### src/logic/synth_latch_pkg.sv
// field layout, select codes and timing constants of the synthesizer programming logic
package synth_latch_pkg;
    localparam int WORD_W = 24;
    localparam int SEL_W = 2;
    localparam int SWALLOW_W = 5;
    localparam int MAIN_W = 13;
    localparam int REF_W = 14;
    localparam logic [1:0] SEL_CONTROL = 2'h0;
    localparam logic [1:0] SEL_REFERENCE = 2'h1;
    localparam logic [1:0] SEL_FEEDBACK = 2'h2;
    localparam logic [1:0] SEL_TEST = 2'h3;
    // control word fields
    localparam int CTL_CORE_LO = 2;
    localparam int CTL_CLEAR = 4;
    localparam int CTL_MUX_LO = 5;
    localparam int CTL_POL = 8;
    localparam int CTL_TRI = 9;
    localparam int CTL_GAIN = 10;
    localparam int CTL_MUTE = 11;
    localparam int CTL_PWR_LO = 12;
    localparam int CTL_CUR1_LO = 14;
    localparam int CTL_CUR2_LO = 17;
    localparam int CTL_PDARM = 20;
    localparam int CTL_PDSYNC = 21;
    localparam int CTL_PRE_LO = 22;
    // feedback word fields
    localparam int FB_SWALLOW_LO = 2;
    localparam int FB_SPARE = 7;
    localparam int FB_MAIN_LO = 8;
    localparam int FB_GAIN = 21;
    localparam int FB_HALVE = 22;
    localparam int FB_HALVE_SEL = 23;
    // reference word fields
    localparam int REF_COUNT_LO = 2;
    localparam int REF_ABL_LO = 16;
    localparam int REF_PREC = 18;
    localparam int REF_TEST = 19;
    localparam int REF_BAND_LO = 20;
    // lock detect, band select, sync power-down and reset figures
    localparam logic [2:0] LOCK_CYCLES_FINE = 3'h5;
    localparam logic [2:0] LOCK_CYCLES_COARSE = 3'h3;
    localparam logic [2:0] BAND_SELECT_CYCLES = 3'h5;
    localparam int SYNC_PD_EDGES = 2;
    localparam logic [WORD_W-1:0] WORD_RESET = 24'h000000;

    typedef struct packed {
        logic [1:0] prescaler_modulus;
        logic power_down_sync_select;
        logic power_down_arm;
        logic [5:0] pump_current_bits;
        logic [1:0] output_power_level;
        logic mute_till_lock;
        logic pump_tristate;
        logic detector_polarity;
        logic [2:0] output_mux_select;
        logic counter_clear;
        logic [1:0] core_current_level;
    } control_fields_t;

    typedef struct packed {
        logic halve_feedback_select;
        logic output_halve;
        logic [MAIN_W-1:0] main_count;
        logic [SWALLOW_W-1:0] swallow_count;
    } feedback_fields_t;

    typedef struct packed {
        logic [1:0] band_clock_divide;
        logic factory_test_enable;
        logic lock_precision;
        logic [1:0] antibacklash_width;
        logic [REF_W-1:0] ref_divide_count;
    } reference_fields_t;
endpackage

### src/logic/serial_word_shifter.sv
// 24-bit serial input register with load strobe edge detect
module serial_word_shifter #(
    parameter int WIDTH = 24
) (
    input wire logic clk_sys_i,
    input wire logic rst_i,
    input wire logic ce_i,
    input wire logic ser_clk_i,
    input wire logic ser_data_i,
    input wire logic load_strobe_i,
    output logic [WIDTH-1:0] word_o,
    output logic commit_o
);
    logic [1:0] clk_sync_q;
    logic [1:0] data_sync_q;
    logic [1:0] le_sync_q;
    logic clk_prev_q;
    logic le_prev_q;
    logic [WIDTH-1:0] shift_q;

    // two-stage synchronisers; only the second stage is looked at
    always_ff @(posedge clk_sys_i or posedge rst_i) begin
        if (rst_i) begin
            clk_sync_q <= 2'h0;
            data_sync_q <= 2'h0;
            le_sync_q <= 2'h0;
            clk_prev_q <= 1'b0;
            le_prev_q <= 1'b0;
        end else if (ce_i) begin
            clk_sync_q <= {clk_sync_q[0], ser_clk_i};
            data_sync_q <= {data_sync_q[0], ser_data_i};
            le_sync_q <= {le_sync_q[0], load_strobe_i};
            clk_prev_q <= clk_sync_q[1];
            le_prev_q <= le_sync_q[1];
        end
    end

    // msb first: each rising serial clock pushes toward the top
    always_ff @(posedge clk_sys_i or posedge rst_i) begin
        if (rst_i) begin
            shift_q <= '0;
        end else if (ce_i && clk_sync_q[1] && !clk_prev_q) begin
            shift_q <= {shift_q[WIDTH-2:0], data_sync_q[1]};
        end
    end

    always_ff @(posedge clk_sys_i or posedge rst_i) begin
        if (rst_i) begin
            word_o <= '0;
            commit_o <= 1'b0;
        end else if (ce_i) begin
            commit_o <= le_sync_q[1] && !le_prev_q;
            if (le_sync_q[1] && !le_prev_q) begin
                word_o <= shift_q;
            end
        end
    end
endmodule // serial_word_shifter

### src/logic/synth_latch_programming.sv
// latch decode and power-down sequencing of the synthesizer programming logic

module synth_latch_programming (
    input wire logic clk_sys_i,
    input wire logic rst_i,
    input wire logic ce_i,
    input wire logic ser_clk_i,
    input wire logic ser_data_i,
    input wire logic load_strobe_i,
    input wire logic chip_enable_i,
    input wire logic ref_div_out_i,
    input wire logic phase_ok_i,
    output synth_latch_pkg::control_fields_t control_o,
    output synth_latch_pkg::feedback_fields_t feedback_o,
    output synth_latch_pkg::reference_fields_t reference_o,
    output logic [2:0] pump_current_o,
    output logic charge_pump_gain_o,
    output logic pump_tristate_o,
    output logic detector_polarity_o,
    output logic counters_load_o,
    output logic power_down_o,
    output logic lock_detect_o,
    output logic rf_enable_o,
    output logic band_clk_o,
    output logic band_select_busy_o,
    output logic test_latch_active_o,
    output logic [synth_latch_pkg::WORD_W-1:0] test_word_o
);
    typedef enum logic [3:0] {
        PD_RUN = 4'h1,
        PD_WAIT1 = 4'h2,
        PD_WAIT2 = 4'h4,
        PD_DOWN = 4'h8
    } pd_state_t;

    logic [synth_latch_pkg::WORD_W-1:0] word;
    logic commit;
    logic [synth_latch_pkg::WORD_W-1:0] control_word_q;
    logic [synth_latch_pkg::WORD_W-1:0] feedback_word_q;
    logic [synth_latch_pkg::WORD_W-1:0] reference_word_q;
    logic [synth_latch_pkg::WORD_W-1:0] test_word_q;
    logic gain_q;
    logic [1:0] ce_sync_q;
    logic [1:0] ref_sync_q;
    logic [1:0] ok_sync_q;
    logic ref_prev_q;
    logic ref_rise;
    pd_state_t pd_q;
    logic down;
    logic [2:0] good_cnt_q;
    logic locked_q;
    logic [2:0] band_div_q;
    logic band_prev_q;
    logic band_rise;
    logic [2:0] band_cnt_q;
    logic band_tap;
    logic fb_pending_q;
    logic fb_commit;
    logic ctl_commit;
    logic [2:0] need;

    // commit decode: the select bits sit in the lowest two positions
    function automatic logic sel_is(input logic [synth_latch_pkg::WORD_W-1:0] w, input logic [1:0] code);
        sel_is = (w[synth_latch_pkg::SEL_W-1:0] == code);
    endfunction

    serial_word_shifter #(
        .WIDTH(synth_latch_pkg::WORD_W)
    ) u_shift (
        .clk_sys_i(clk_sys_i),
        .rst_i(rst_i),
        .ce_i(ce_i),
        .ser_clk_i(ser_clk_i),
        .ser_data_i(ser_data_i),
        .load_strobe_i(load_strobe_i),
        .word_o(word),
        .commit_o(commit)
    );

    // pins from the analog side and the chip enable pin
    always_ff @(posedge clk_sys_i or posedge rst_i) begin
        if (rst_i) begin
            ce_sync_q <= 2'h0;
            ref_sync_q <= 2'h0;
            ok_sync_q <= 2'h0;
            ref_prev_q <= 1'b0;
        end else if (ce_i) begin
            ce_sync_q <= {ce_sync_q[0], chip_enable_i};
            ref_sync_q <= {ref_sync_q[0], ref_div_out_i};
            ok_sync_q <= {ok_sync_q[0], phase_ok_i};
            ref_prev_q <= ref_sync_q[1];
        end
    end

    assign ref_rise = ref_sync_q[1] && !ref_prev_q;

    // latches keep loading during power-down
    always_ff @(posedge clk_sys_i or posedge rst_i) begin
        if (rst_i) begin
            control_word_q <= synth_latch_pkg::WORD_RESET;
            feedback_word_q <= synth_latch_pkg::WORD_RESET;
            reference_word_q <= synth_latch_pkg::WORD_RESET;
            test_word_q <= synth_latch_pkg::WORD_RESET;
        end else if (ce_i && commit) begin
            if (sel_is(word, synth_latch_pkg::SEL_CONTROL)) begin
                control_word_q <= word;
            end else if (sel_is(word, synth_latch_pkg::SEL_FEEDBACK)) begin
                feedback_word_q <= word;
            end else if (sel_is(word, synth_latch_pkg::SEL_REFERENCE)) begin
                reference_word_q <= word;
            end else begin
                test_word_q <= word;
            end
        end
    end

    // shared gain bit follows whichever of the control and feedback latches was written last
    always_ff @(posedge clk_sys_i or posedge rst_i) begin
        if (rst_i) begin
            gain_q <= 1'b0;
        end else if (ce_i && commit) begin
            if (sel_is(word, synth_latch_pkg::SEL_CONTROL)) begin
                gain_q <= word[synth_latch_pkg::CTL_GAIN];
            end else if (sel_is(word, synth_latch_pkg::SEL_FEEDBACK)) begin
                gain_q <= word[synth_latch_pkg::FB_GAIN];
            end
        end
    end

    assign ctl_commit = commit && sel_is(word, synth_latch_pkg::SEL_CONTROL);

    // power-down sequencing; sync mode counts reference edges after the strobe
    always_ff @(posedge clk_sys_i or posedge rst_i) begin
        if (rst_i) begin
            pd_q <= PD_RUN;
        end else if (ce_i) begin
            // a control write with the arm bit clear cancels a pending or active power-down
            if (ctl_commit) begin
                if (!word[synth_latch_pkg::CTL_PDARM]) begin
                    pd_q <= PD_RUN;
                end else if (!word[synth_latch_pkg::CTL_PDSYNC]) begin
                    pd_q <= PD_DOWN;
                end else begin
                    pd_q <= PD_WAIT1;
                end
            end else begin
                case (pd_q)
                    PD_WAIT1: if (ref_rise) pd_q <= PD_WAIT2;
                    PD_WAIT2: if (ref_rise) pd_q <= PD_DOWN;
                    default: pd_q <= pd_q;
                endcase
            end
        end
    end

    assign down = (pd_q == PD_DOWN) || !ce_sync_q[1];

    // digital lock detect: consecutive good detector cycles
    assign need = reference_word_q[synth_latch_pkg::REF_PREC] ?
        synth_latch_pkg::LOCK_CYCLES_FINE : synth_latch_pkg::LOCK_CYCLES_COARSE;

    always_ff @(posedge clk_sys_i or posedge rst_i) begin
        if (rst_i) begin
            good_cnt_q <= 3'h0;
            locked_q <= 1'b0;
        end else if (ce_i) begin
            if (down || control_word_q[synth_latch_pkg::CTL_CLEAR]) begin
                good_cnt_q <= 3'h0;
                locked_q <= 1'b0;
            end else if (ref_rise) begin
                if (!ok_sync_q[1]) begin
                    good_cnt_q <= 3'h0;
                    locked_q <= 1'b0;
                end else if (good_cnt_q + 3'h1 >= need) begin
                    good_cnt_q <= need;
                    locked_q <= 1'b1;
                end else begin
                    good_cnt_q <= good_cnt_q + 3'h1;
                end
            end
        end
    end

    // band clock divider by 1, 2, 4 or 8 of the reference output
    always_ff @(posedge clk_sys_i or posedge rst_i) begin
        if (rst_i) begin
            band_div_q <= 3'h0;
        end else if (ce_i && ref_rise) begin
            band_div_q <= band_div_q + 3'h1;
        end
    end

    always_comb begin
        case (reference_word_q[synth_latch_pkg::REF_BAND_LO +: 2])
            2'h0: band_tap = ref_sync_q[1];
            2'h1: band_tap = band_div_q[0];
            2'h2: band_tap = band_div_q[1];
            default: band_tap = band_div_q[2];
        endcase
    end

    assign band_rise = band_tap && !band_prev_q;

    assign fb_commit = commit && sel_is(word, synth_latch_pkg::SEL_FEEDBACK);

    always_ff @(posedge clk_sys_i or posedge rst_i) begin
        if (rst_i) begin
            band_prev_q <= 1'b0;
        end else if (ce_i) begin
            band_prev_q <= band_tap;
        end
    end

    // a feedback write starts band select for a fixed number of band clock cycles
    always_ff @(posedge clk_sys_i or posedge rst_i) begin
        if (rst_i) begin
            band_cnt_q <= 3'h0;
        end else if (ce_i) begin
            if (fb_commit) begin
                band_cnt_q <= synth_latch_pkg::BAND_SELECT_CYCLES;
            end else if (down) begin
                band_cnt_q <= 3'h0;
            end else if (band_rise && band_cnt_q != 3'h0) begin
                band_cnt_q <= band_cnt_q - 3'h1;
            end
        end
    end

    // bridges the cycle in which the count loads; a new write wins over the clear
    always_ff @(posedge clk_sys_i or posedge rst_i) begin
        if (rst_i) begin
            fb_pending_q <= 1'b0;
        end else if (ce_i) begin
            if (fb_commit) begin
                fb_pending_q <= 1'b1;
            end else if (band_cnt_q == 3'h0) begin
                fb_pending_q <= 1'b0;
            end
        end
    end

    // latch images without select bits; the shared gain bit leaves through its own port
    always_ff @(posedge clk_sys_i or posedge rst_i) begin
        if (rst_i) begin
            control_o <= '0;
            feedback_o <= '0;
            reference_o <= '0;
        end else if (ce_i) begin
            control_o <= {control_word_q[synth_latch_pkg::WORD_W-1:synth_latch_pkg::CTL_GAIN+1],
                control_word_q[synth_latch_pkg::CTL_GAIN-1:synth_latch_pkg::SEL_W]};
            feedback_o.halve_feedback_select <= feedback_word_q[synth_latch_pkg::FB_HALVE_SEL];
            feedback_o.output_halve <= feedback_word_q[synth_latch_pkg::FB_HALVE];
            feedback_o.main_count <= feedback_word_q[synth_latch_pkg::FB_MAIN_LO +: synth_latch_pkg::MAIN_W];
            feedback_o.swallow_count <=
                feedback_word_q[synth_latch_pkg::FB_SWALLOW_LO +: synth_latch_pkg::SWALLOW_W];
            reference_o <= reference_word_q[synth_latch_pkg::REF_BAND_LO+1:synth_latch_pkg::REF_COUNT_LO];
        end
    end

    // charge pump controls
    always_ff @(posedge clk_sys_i or posedge rst_i) begin
        if (rst_i) begin
            pump_current_o <= 3'h0;
            charge_pump_gain_o <= 1'b0;
            pump_tristate_o <= 1'b1;
            detector_polarity_o <= 1'b0;
        end else if (ce_i) begin
            pump_current_o <= gain_q ? control_word_q[synth_latch_pkg::CTL_CUR2_LO +: 3] :
                control_word_q[synth_latch_pkg::CTL_CUR1_LO +: 3];
            charge_pump_gain_o <= gain_q;
            pump_tristate_o <= down || control_word_q[synth_latch_pkg::CTL_TRI];
            detector_polarity_o <= control_word_q[synth_latch_pkg::CTL_POL];
        end
    end

    // power-down state as seen by the counters and the outside
    always_ff @(posedge clk_sys_i or posedge rst_i) begin
        if (rst_i) begin
            counters_load_o <= 1'b1;
            power_down_o <= 1'b0;
        end else if (ce_i) begin
            counters_load_o <= down || control_word_q[synth_latch_pkg::CTL_CLEAR];
            power_down_o <= down;
        end
    end

    // lock report and output stage enable
    always_ff @(posedge clk_sys_i or posedge rst_i) begin
        if (rst_i) begin
            lock_detect_o <= 1'b0;
            rf_enable_o <= 1'b0;
        end else if (ce_i) begin
            lock_detect_o <= locked_q;
            // muted outputs stay off until lock; power-down always debiases them
            rf_enable_o <= !down && (!control_word_q[synth_latch_pkg::CTL_MUTE] || locked_q);
        end
    end

    // band select clock and busy flag
    always_ff @(posedge clk_sys_i or posedge rst_i) begin
        if (rst_i) begin
            band_clk_o <= 1'b0;
            band_select_busy_o <= 1'b0;
        end else if (ce_i) begin
            band_clk_o <= band_tap;
            band_select_busy_o <= (band_cnt_q != 3'h0) || fb_pending_q;
        end
    end

    // the test latch only takes effect when enabled; otherwise it is ignored
    always_ff @(posedge clk_sys_i or posedge rst_i) begin
        if (rst_i) begin
            test_latch_active_o <= 1'b0;
            test_word_o <= '0;
        end else if (ce_i) begin
            test_latch_active_o <= reference_word_q[synth_latch_pkg::REF_TEST];
            test_word_o <= reference_word_q[synth_latch_pkg::REF_TEST] ? test_word_q : '0;
        end
    end
endmodule // synth_latch_programming

### config.mk
export PLATFORM = sky130hd
export DESIGN_NAME = synth_latch_programming
export DESIGN_NICKNAME = d
export VERILOG_FILES = /design/src/logic/synth_latch_pkg.sv /design/src/logic/serial_word_shifter.sv /design/src/logic/synth_latch_programming.sv
export SDC_FILE = /design/constraint.sdc
export NUM_CORES = 1
export LEC_CHECK = 0
export ABC_CLOCK_PERIOD_IN_PS = 8330
export BUFFER_PORTS_ARGS = -buffer_cell sky130_fd_sc_hd__clkbuf_2
export CORE_UTILIZATION = 55
export CTS_BUF_LIST = sky130_fd_sc_hd__clkbuf_4
export DETAILED_ROUTE_END_ITERATION = 10
export GPL_TIMING_DRIVEN = 0
export PLACE_DENSITY = 0.76
export SLEW_MARGIN = 0
export SYNTH_ARGS = -nofsm -noshare
export SYNTH_HDL_FRONTEND = slang
export SYNTH_HIERARCHICAL = 1
export SYNTH_SLANG_ARGS = --single-unit
### constraint.sdc
create_clock -name clk_sys_i -period 8.33 [get_ports clk_sys_i]
set_input_delay 0.4165 -clock clk_sys_i [delete_from_list [all_inputs] [get_ports clk_sys_i]]
set_output_delay 0.4165 -clock clk_sys_i [all_outputs]
set_load 0.1 [all_outputs]
Word level (Yosys, flattened, before mapping)
Cells that the tools add are included.
{"block": "classes", "addsub": 3, "multipliers": 0, "div_mod_pow": 0, "magnitude_cmp": 1, "n_eq_ne": 10, "shifts": 0, "muxes": 25, "bitwise_logic": 3, "n_reduce_logical": 43}
{"cell": "2-to-1 mux 3 bit", "count": 9}
{"cell": "2-to-1 mux 24 bit", "count": 1}
{"cell": "2-to-1 mux 4 bit", "count": 5}
{"cell": "AND reduction 2 bit", "count": 6}
{"cell": "AND reduction 4 bit", "count": 3}
{"cell": "logical AND 1 bit", "count": 11}
{"cell": "nonzero test 3 bit", "count": 3}
{"cell": "2-to-1 mux 1 bit", "count": 8}
{"cell": "case mux 4 bit (2 select lines)", "count": 1}
{"cell": "zero test 1 bit", "count": 7}
{"cell": "adder 3 x 1 -> 3 bit (second input constant)", "count": 2}
{"cell": "!= test 3 bit (second input constant)", "count": 2}
{"cell": "AND reduction 3 bit", "count": 2}
{"cell": "nonzero test 2 bit", "count": 3}
{"cell": "logical OR 1 bit", "count": 5}
{"cell": "equality test 2 x 1 -> 1 bit (second input constant)", "count": 2}
{"cell": "equality test 2 bit (second input constant)", "count": 2}
{"cell": "equality test 4 x 2 -> 1 bit (second input constant)", "count": 1}
{"cell": "equality test 4 x 3 -> 1 bit (second input constant)", "count": 1}
{"cell": "equality test 4 bit (second input constant)", "count": 1}
{"cell": "zero test 2 bit", "count": 2}
{"cell": ">= comparator 3 bit", "count": 1}
{"cell": "zero test 3 bit", "count": 1}
{"cell": "!= test 3 x 1 -> 1 bit (second input constant)", "count": 1}
{"cell": "other kinds (3)", "count": 5}
{"block": "word_totals", "register_bits": 270, "latch_bits": 0, "mem_bits_rw": 0, "mem_bits_ro": 0, "in_bits": 9, "output_inout_bits": 98, "word_cells": 138, "memories": 0}

Longest topological paths before layout
{"block": "logic_depth", "ltp_word": 7, "depth_mapped": 7, "ltp_nobuf": 7}

Modules after synthesis
Netlist, hierarchy kept.
{"mod": "synth_latch_programming", "instances": 1, "cells_per_inst": 533, "area_each_um2": 8010.2, "seq_area_each_um2": 5108.6}
{"mod": "serial_word_shifter", "instances": 1, "cells_per_inst": 123, "area_each_um2": 2224.6, "seq_area_each_um2": 1426.4}

Least setup slack after synthesis
No wires, ideal clock.
{"block": "synth_timing", "kind": "flip-flop to flip-flop", "startpoint": "reg good_cnt_q[0]", "endpoint": "reg good_cnt_q[1]", "setup_ns": 0.121, "arrival_time_ns": 1.789, "t_required_ns": 8.209, "path_slack_ns": 6.420, "stages_incl_launch_ff": 8, "n_path_buf": 0, "synth_period_minus_slack_ns": 1.910, "path_cell_list": "dfrtp_1 > ha_1 > xor2_1 > ha_1 > a21oi_1 > nand2_1 > mux2_2 > a22o_1"}
{"block": "synth_between", "elab_chain_len": 6}
{"element": "start, declared", "line_no": "synth_latch_programming.sv:50", "source": "logic [2:0] good_cnt_q;"}
{"element": "start signal, assigned", "line_no": "synth_latch_programming.sv:175", "source": "good_cnt_q <= need;"}
{"element": "start signal, assigned", "line_no": "synth_latch_programming.sv:178", "source": "good_cnt_q <= good_cnt_q + 3'h1;"}
{"element": "adder 3 x 1 -> 3 bit *", "line_no": "synth_latch_programming.sv:174, synth_latch_programming.sv:178"}
{"element": ">= comparator 3 bit", "line_no": "synth_latch_programming.sv:174", "source": "end else if (good_cnt_q + 3'h1 >= need) begin"}
{"element": "2-to-1 mux 3 bit *", "line_no": "synth_latch_programming.sv:174"}
{"element": "2-to-1 mux 3 bit *", "line_no": "synth_latch_programming.sv:171", "source": "if (!ok_sync_q[1]) begin"}
{"element": "2-to-1 mux 3 bit *", "line_no": "synth_latch_programming.sv:170", "source": "end else if (ref_rise) begin"}
{"element": "2-to-1 mux 3 bit *", "line_no": "synth_latch_programming.sv:167", "source": "if (down || control_word_q[synth_latch_pkg::CTL_CLEAR]) begin"}
Every way passes the cells marked *; elsewhere a longest branch is shown, timed or not. The select of a mux whose other input is x is not followed.
A chain may end at the register's enable or synchronous reset.

Final worst setup path
{"block": "layout_timing", "startpoint": "reg u_shift.word_o[1]", "endpoint": "reg test_word_q[1] (netlist name)"}
{"block": "layout_between", "elab_chain_len": 3, "elab_cells_between_ends": 7, "cone_classes": "eq/ne (2); bitwise (3); reduce/logical (2)"}
{"element": "start, declared", "line_no": "serial_word_shifter.sv:11", "source": "output logic [WIDTH-1:0] word_o,"}
{"element": "start signal, assigned", "line_no": "serial_word_shifter.sv:54", "source": "word_o <= shift_q;"}
{"element": "equality test 2 x 1 -> 1 bit (tied with other cells)", "line_no": "synth_latch_programming.sv:64", "source": "sel_is = (w[synth_latch_pkg::SEL_W-1:0] == code);"}
{"element": "inverter 1 bit (no source line)"}
{"element": "AND reduction 4 bit (no source line)"}
{"element": "end signal, assigned", "line_no": "synth_latch_programming.sv:103", "source": "test_word_q <= synth_latch_pkg::WORD_RESET;"}
{"element": "end signal, assigned", "line_no": "synth_latch_programming.sv:112", "source": "test_word_q <= word;"}
{"element": "end, declared", "line_no": "synth_latch_programming.sv:41", "source": "logic [synth_latch_pkg::WORD_W-1:0] test_word_q;"}
Parallel ways exist; a longest one is shown, timed or not.

==> key figures <==
Route
  – ANT nets after route: 0
  – Vias: 6,105
  – Final wirelength: 20,930 um
  – Drc violations: 10
  – DR pass1 iterations: 7
  – Via density: 5.475
  – Iteration-0 DRC Markers: 323
  – Drt wl/cell: 18.77 um

Critical path
  – FF-to-FF Start: u_shift/word_o[1]
  – CP startpoint: u_shift/word_o[1]
  – Worst EP arrival: 2680 ps
  – Crit path kind: flip-flop to flip-flop
  – Crit path to: test_word_q[1]
  – RR Endpoint: test_word_q[1]
  – R2r worst-path depth: 6
  – R2r setup slk: 6150 ps
  – Startpoint Class: flip-flop
  – Crit-path max FO: 10
  – Worst path required time: 8820 ps
  – CP Capture Type: flip-flop

Synthesis
  – Count of warnings emitted by yosys: 6
  – Synth top cells by count: dfrtp_1, mux2_2, a22o_1, mux2_4
  – FF+latch count, synth: 261
  – Net count after synthesis: 674
  – Sequential fraction of the synthesis area: 0.6385
  – Synth area leaders: dfrtp_1, mux2_2, mux2_4, a22o_1, ha_1
  – Leading area contributor after synthesis: dfrtp_1
  – Async S/R FF share, synth: 1.000
  – Count of flip-flops with a built-in enable after synthesis: 0
  – Yosys cell types: 44
  – Top cell type's share of synthesized area: 0.6308
  – Syn Area/Cell: 15.60 sq um
  – Cell Area, Synth: 10,230 sq um
  – Ys flop type: dfrtp_1
  – Synthesized instance count: 656
  – Count leader, synth: dfrtp_1

CTS
  – Num CTS Buffers: 67
  – Root buffer cell: clkbuf_4
  – # H-tree levels: 3
  – Clock latency on the worst-skew pair: 620 ps
  – Hold buffers post-CTS: 7
  – Worst-path clk slew: 70 ps
  – # Post-CTS Setup Buffers: 0
  – CTS resizes: 0
  – CTS tree: done
  – Clk sink count: 261
  – CTS max path bufs: 3

GRT
  – Initial antenna violation count: 1
  – Largest net degree at the start of global routing: 137
  – Grt total ovfl: 0
  – First-pass GRT wire length: 35,000 um
  – Vias in the first global route: 6,624
  – GRT Overall Usage: 0.2352

Timing
  – Max Slew Vio Count: 0
  – Final setup TNS: 0 ps
  – Max-slew headroom: 0.4504
  – Worst-Margin Slew: 824.4 ps
  – Fin Hold WS: 217.0 ps
  – Final worst setup slack: 6148 ps
  – Highest clock rate: 0.4583 GHz
  – Setup Skew: 23.79 ps
  – Final setup fails: 0
  – Post-route clock period utilization: 0.2619
  – Final worst path period need: 2182 ps
  – RSZ-0062 raised after global routing: false
  – Final Hold Fails: 0

Pwr
  – Pleak: 6.334 nW
  – Power per Cell Area: 283.3 nW/um^2
  – Peak VDD IR: 0.1497 mV

Run
  – Max Cap Viol: 0

Layout
  – Synthesis-to-finish area growth: 17.31%
  – Post-route cell area: 12,010 sq um
  – Fraction of layout cells with a size suffix above 1: 0.5277
  – Fin util: 0.6639
  – Layout Nets: 858

Die
  – Chip height: 138.4 um
  – # IOs: 107
  – Row count: 49
  – Core area: 18,090 sq um
  – Die X: 138.4 um
  – Die area: 19,160 sq um
  – Initial Util: 0.5659

Placement
  – DP Area: 11,110 sq um
  – DP Wirelength: 14,410 um
  – Placer Congestion: 0.8505
  – PortBufs: 106
  – Place WS: 6152 ps

Min path
  – Worst min path class: input pin to flip-flop

Outcome
  – Status: finished with violations
  – Failing checks: design-rule violations
metal layers:
layer	global-route usage	part of all wire	vias to the layer above
met1	0.3030	0.43	3146
met3	0.05265	0.052	36
met2	0.3858	0.50	165
li1	-	-	2758
met4	0.1029	0.022	0
met5	0	0	-
cell type report:
| cell class | count | area [sq um] |
|---|---|---|
| flip-flops and latches | 261 | 6535 |
| fillers | 1315 | 6080 |
| multi-input cells | 348 | 3458 |
| clock buffers | 106 | 795.8 |
| repair buffers | 115 | 648.1 |
| well taps | 229 | 286.5 |
| plain buffers | 33 | 188.9 |
| inverters | 14 | 60.06 |
| clock inverters | 8 | 31.28 |
| diodes | 1 | 2.502 |
report_power, final:
part | internal [mW] | switching (mW) | leakage [nW]
registers | 1.44 | 0.133 | 3.53
logic | 0.254 | 0.524 | 2.30
clock network | 0.572 | 0.478 | 0.503
sequential cells by signal, summed over array words and instances (netlist names), 2 cells and up:
signal	flops
band_cnt_q	3
u_shift/shift_q	24
reference_o	19
band_div_q	3
feedback_o	20
control_o	20
control_word_q	21
pd_q	4
reference_word_q	20
test_word_o	24
u_shift/word_o	24
test_word_q	24
ref_sync_q	2
ce_sync_q	2
u_shift/le_sync_q	2
good_cnt_q	3
pump_current_o	3
u_shift/data_sync_q	2
ok_sync_q	2
u_shift/clk_sync_q	2
feedback_word_q	20
how the worst min path moves through the flow:
stage | from | cells after the start | slack [ps] | end
2_1_floorplan | band_div_q[2] | 1 | 440 | band_div_q[2]
3_5_place_dp | test_word_q[8] | 1 | 470 | test_word_o[8]
5_1_grt | ce_i | 3 | 200 | gain_q
6_report | ce_i | 3 | 220 | gain_q
3_3_place_gp | band_div_q[2] | 1 | 460 | band_div_q[2]
4_1_cts | ce_i | 3 | 160 | gain_q
cell families after synthesis:
| family | count (synthesis) | share of synthesized area |
|---|---|---|
| DFF | 261 | 0.6385 |
| muxes | 217 | 0.2467 |
| AOI/OAI and AO/OA | 63 | 0.04425 |
| and+or+nand+nor | 55 | 0.03252 |
| buffers and inverters | 47 | 0.02359 |
| adders and majority gates | 9 | 0.01100 |
| xor gates and xnor gates | 4 | 0.003424 |
critical path, cell delays in order, from the launching register on:
cell	delay, ps
dfrtp_1	410
inv_1	80
ha_1	170
buf_2	180
nor3_2	470
buf_2	370
mux2_2	370
cell usage in the layout, fill, tap and decap left out, drive strengths merged, types with 13 or more instances in the layout:
cell type / n
dfrtp: 258
a22o: 27
a21oi: 13
buf: 27
clkbuf: 220
o21ai: 13
inv: 14
nor2: 13
mux2: 212
nand2: 17
through the flow:
| stage | total power [mW] | instances |
|---|---|---|
| after floorplan | 2.198 | 656 |
| after global placement | 2.332 | 991 |
| after detailed placement | 2.374 | 993 |
| after CTS | 3.442 | 1114 |
| after global routing | 3.582 | 1115 |
| final | 3.401 | 1115 |
No activity file was read; power rests on OpenSTA's default activity.
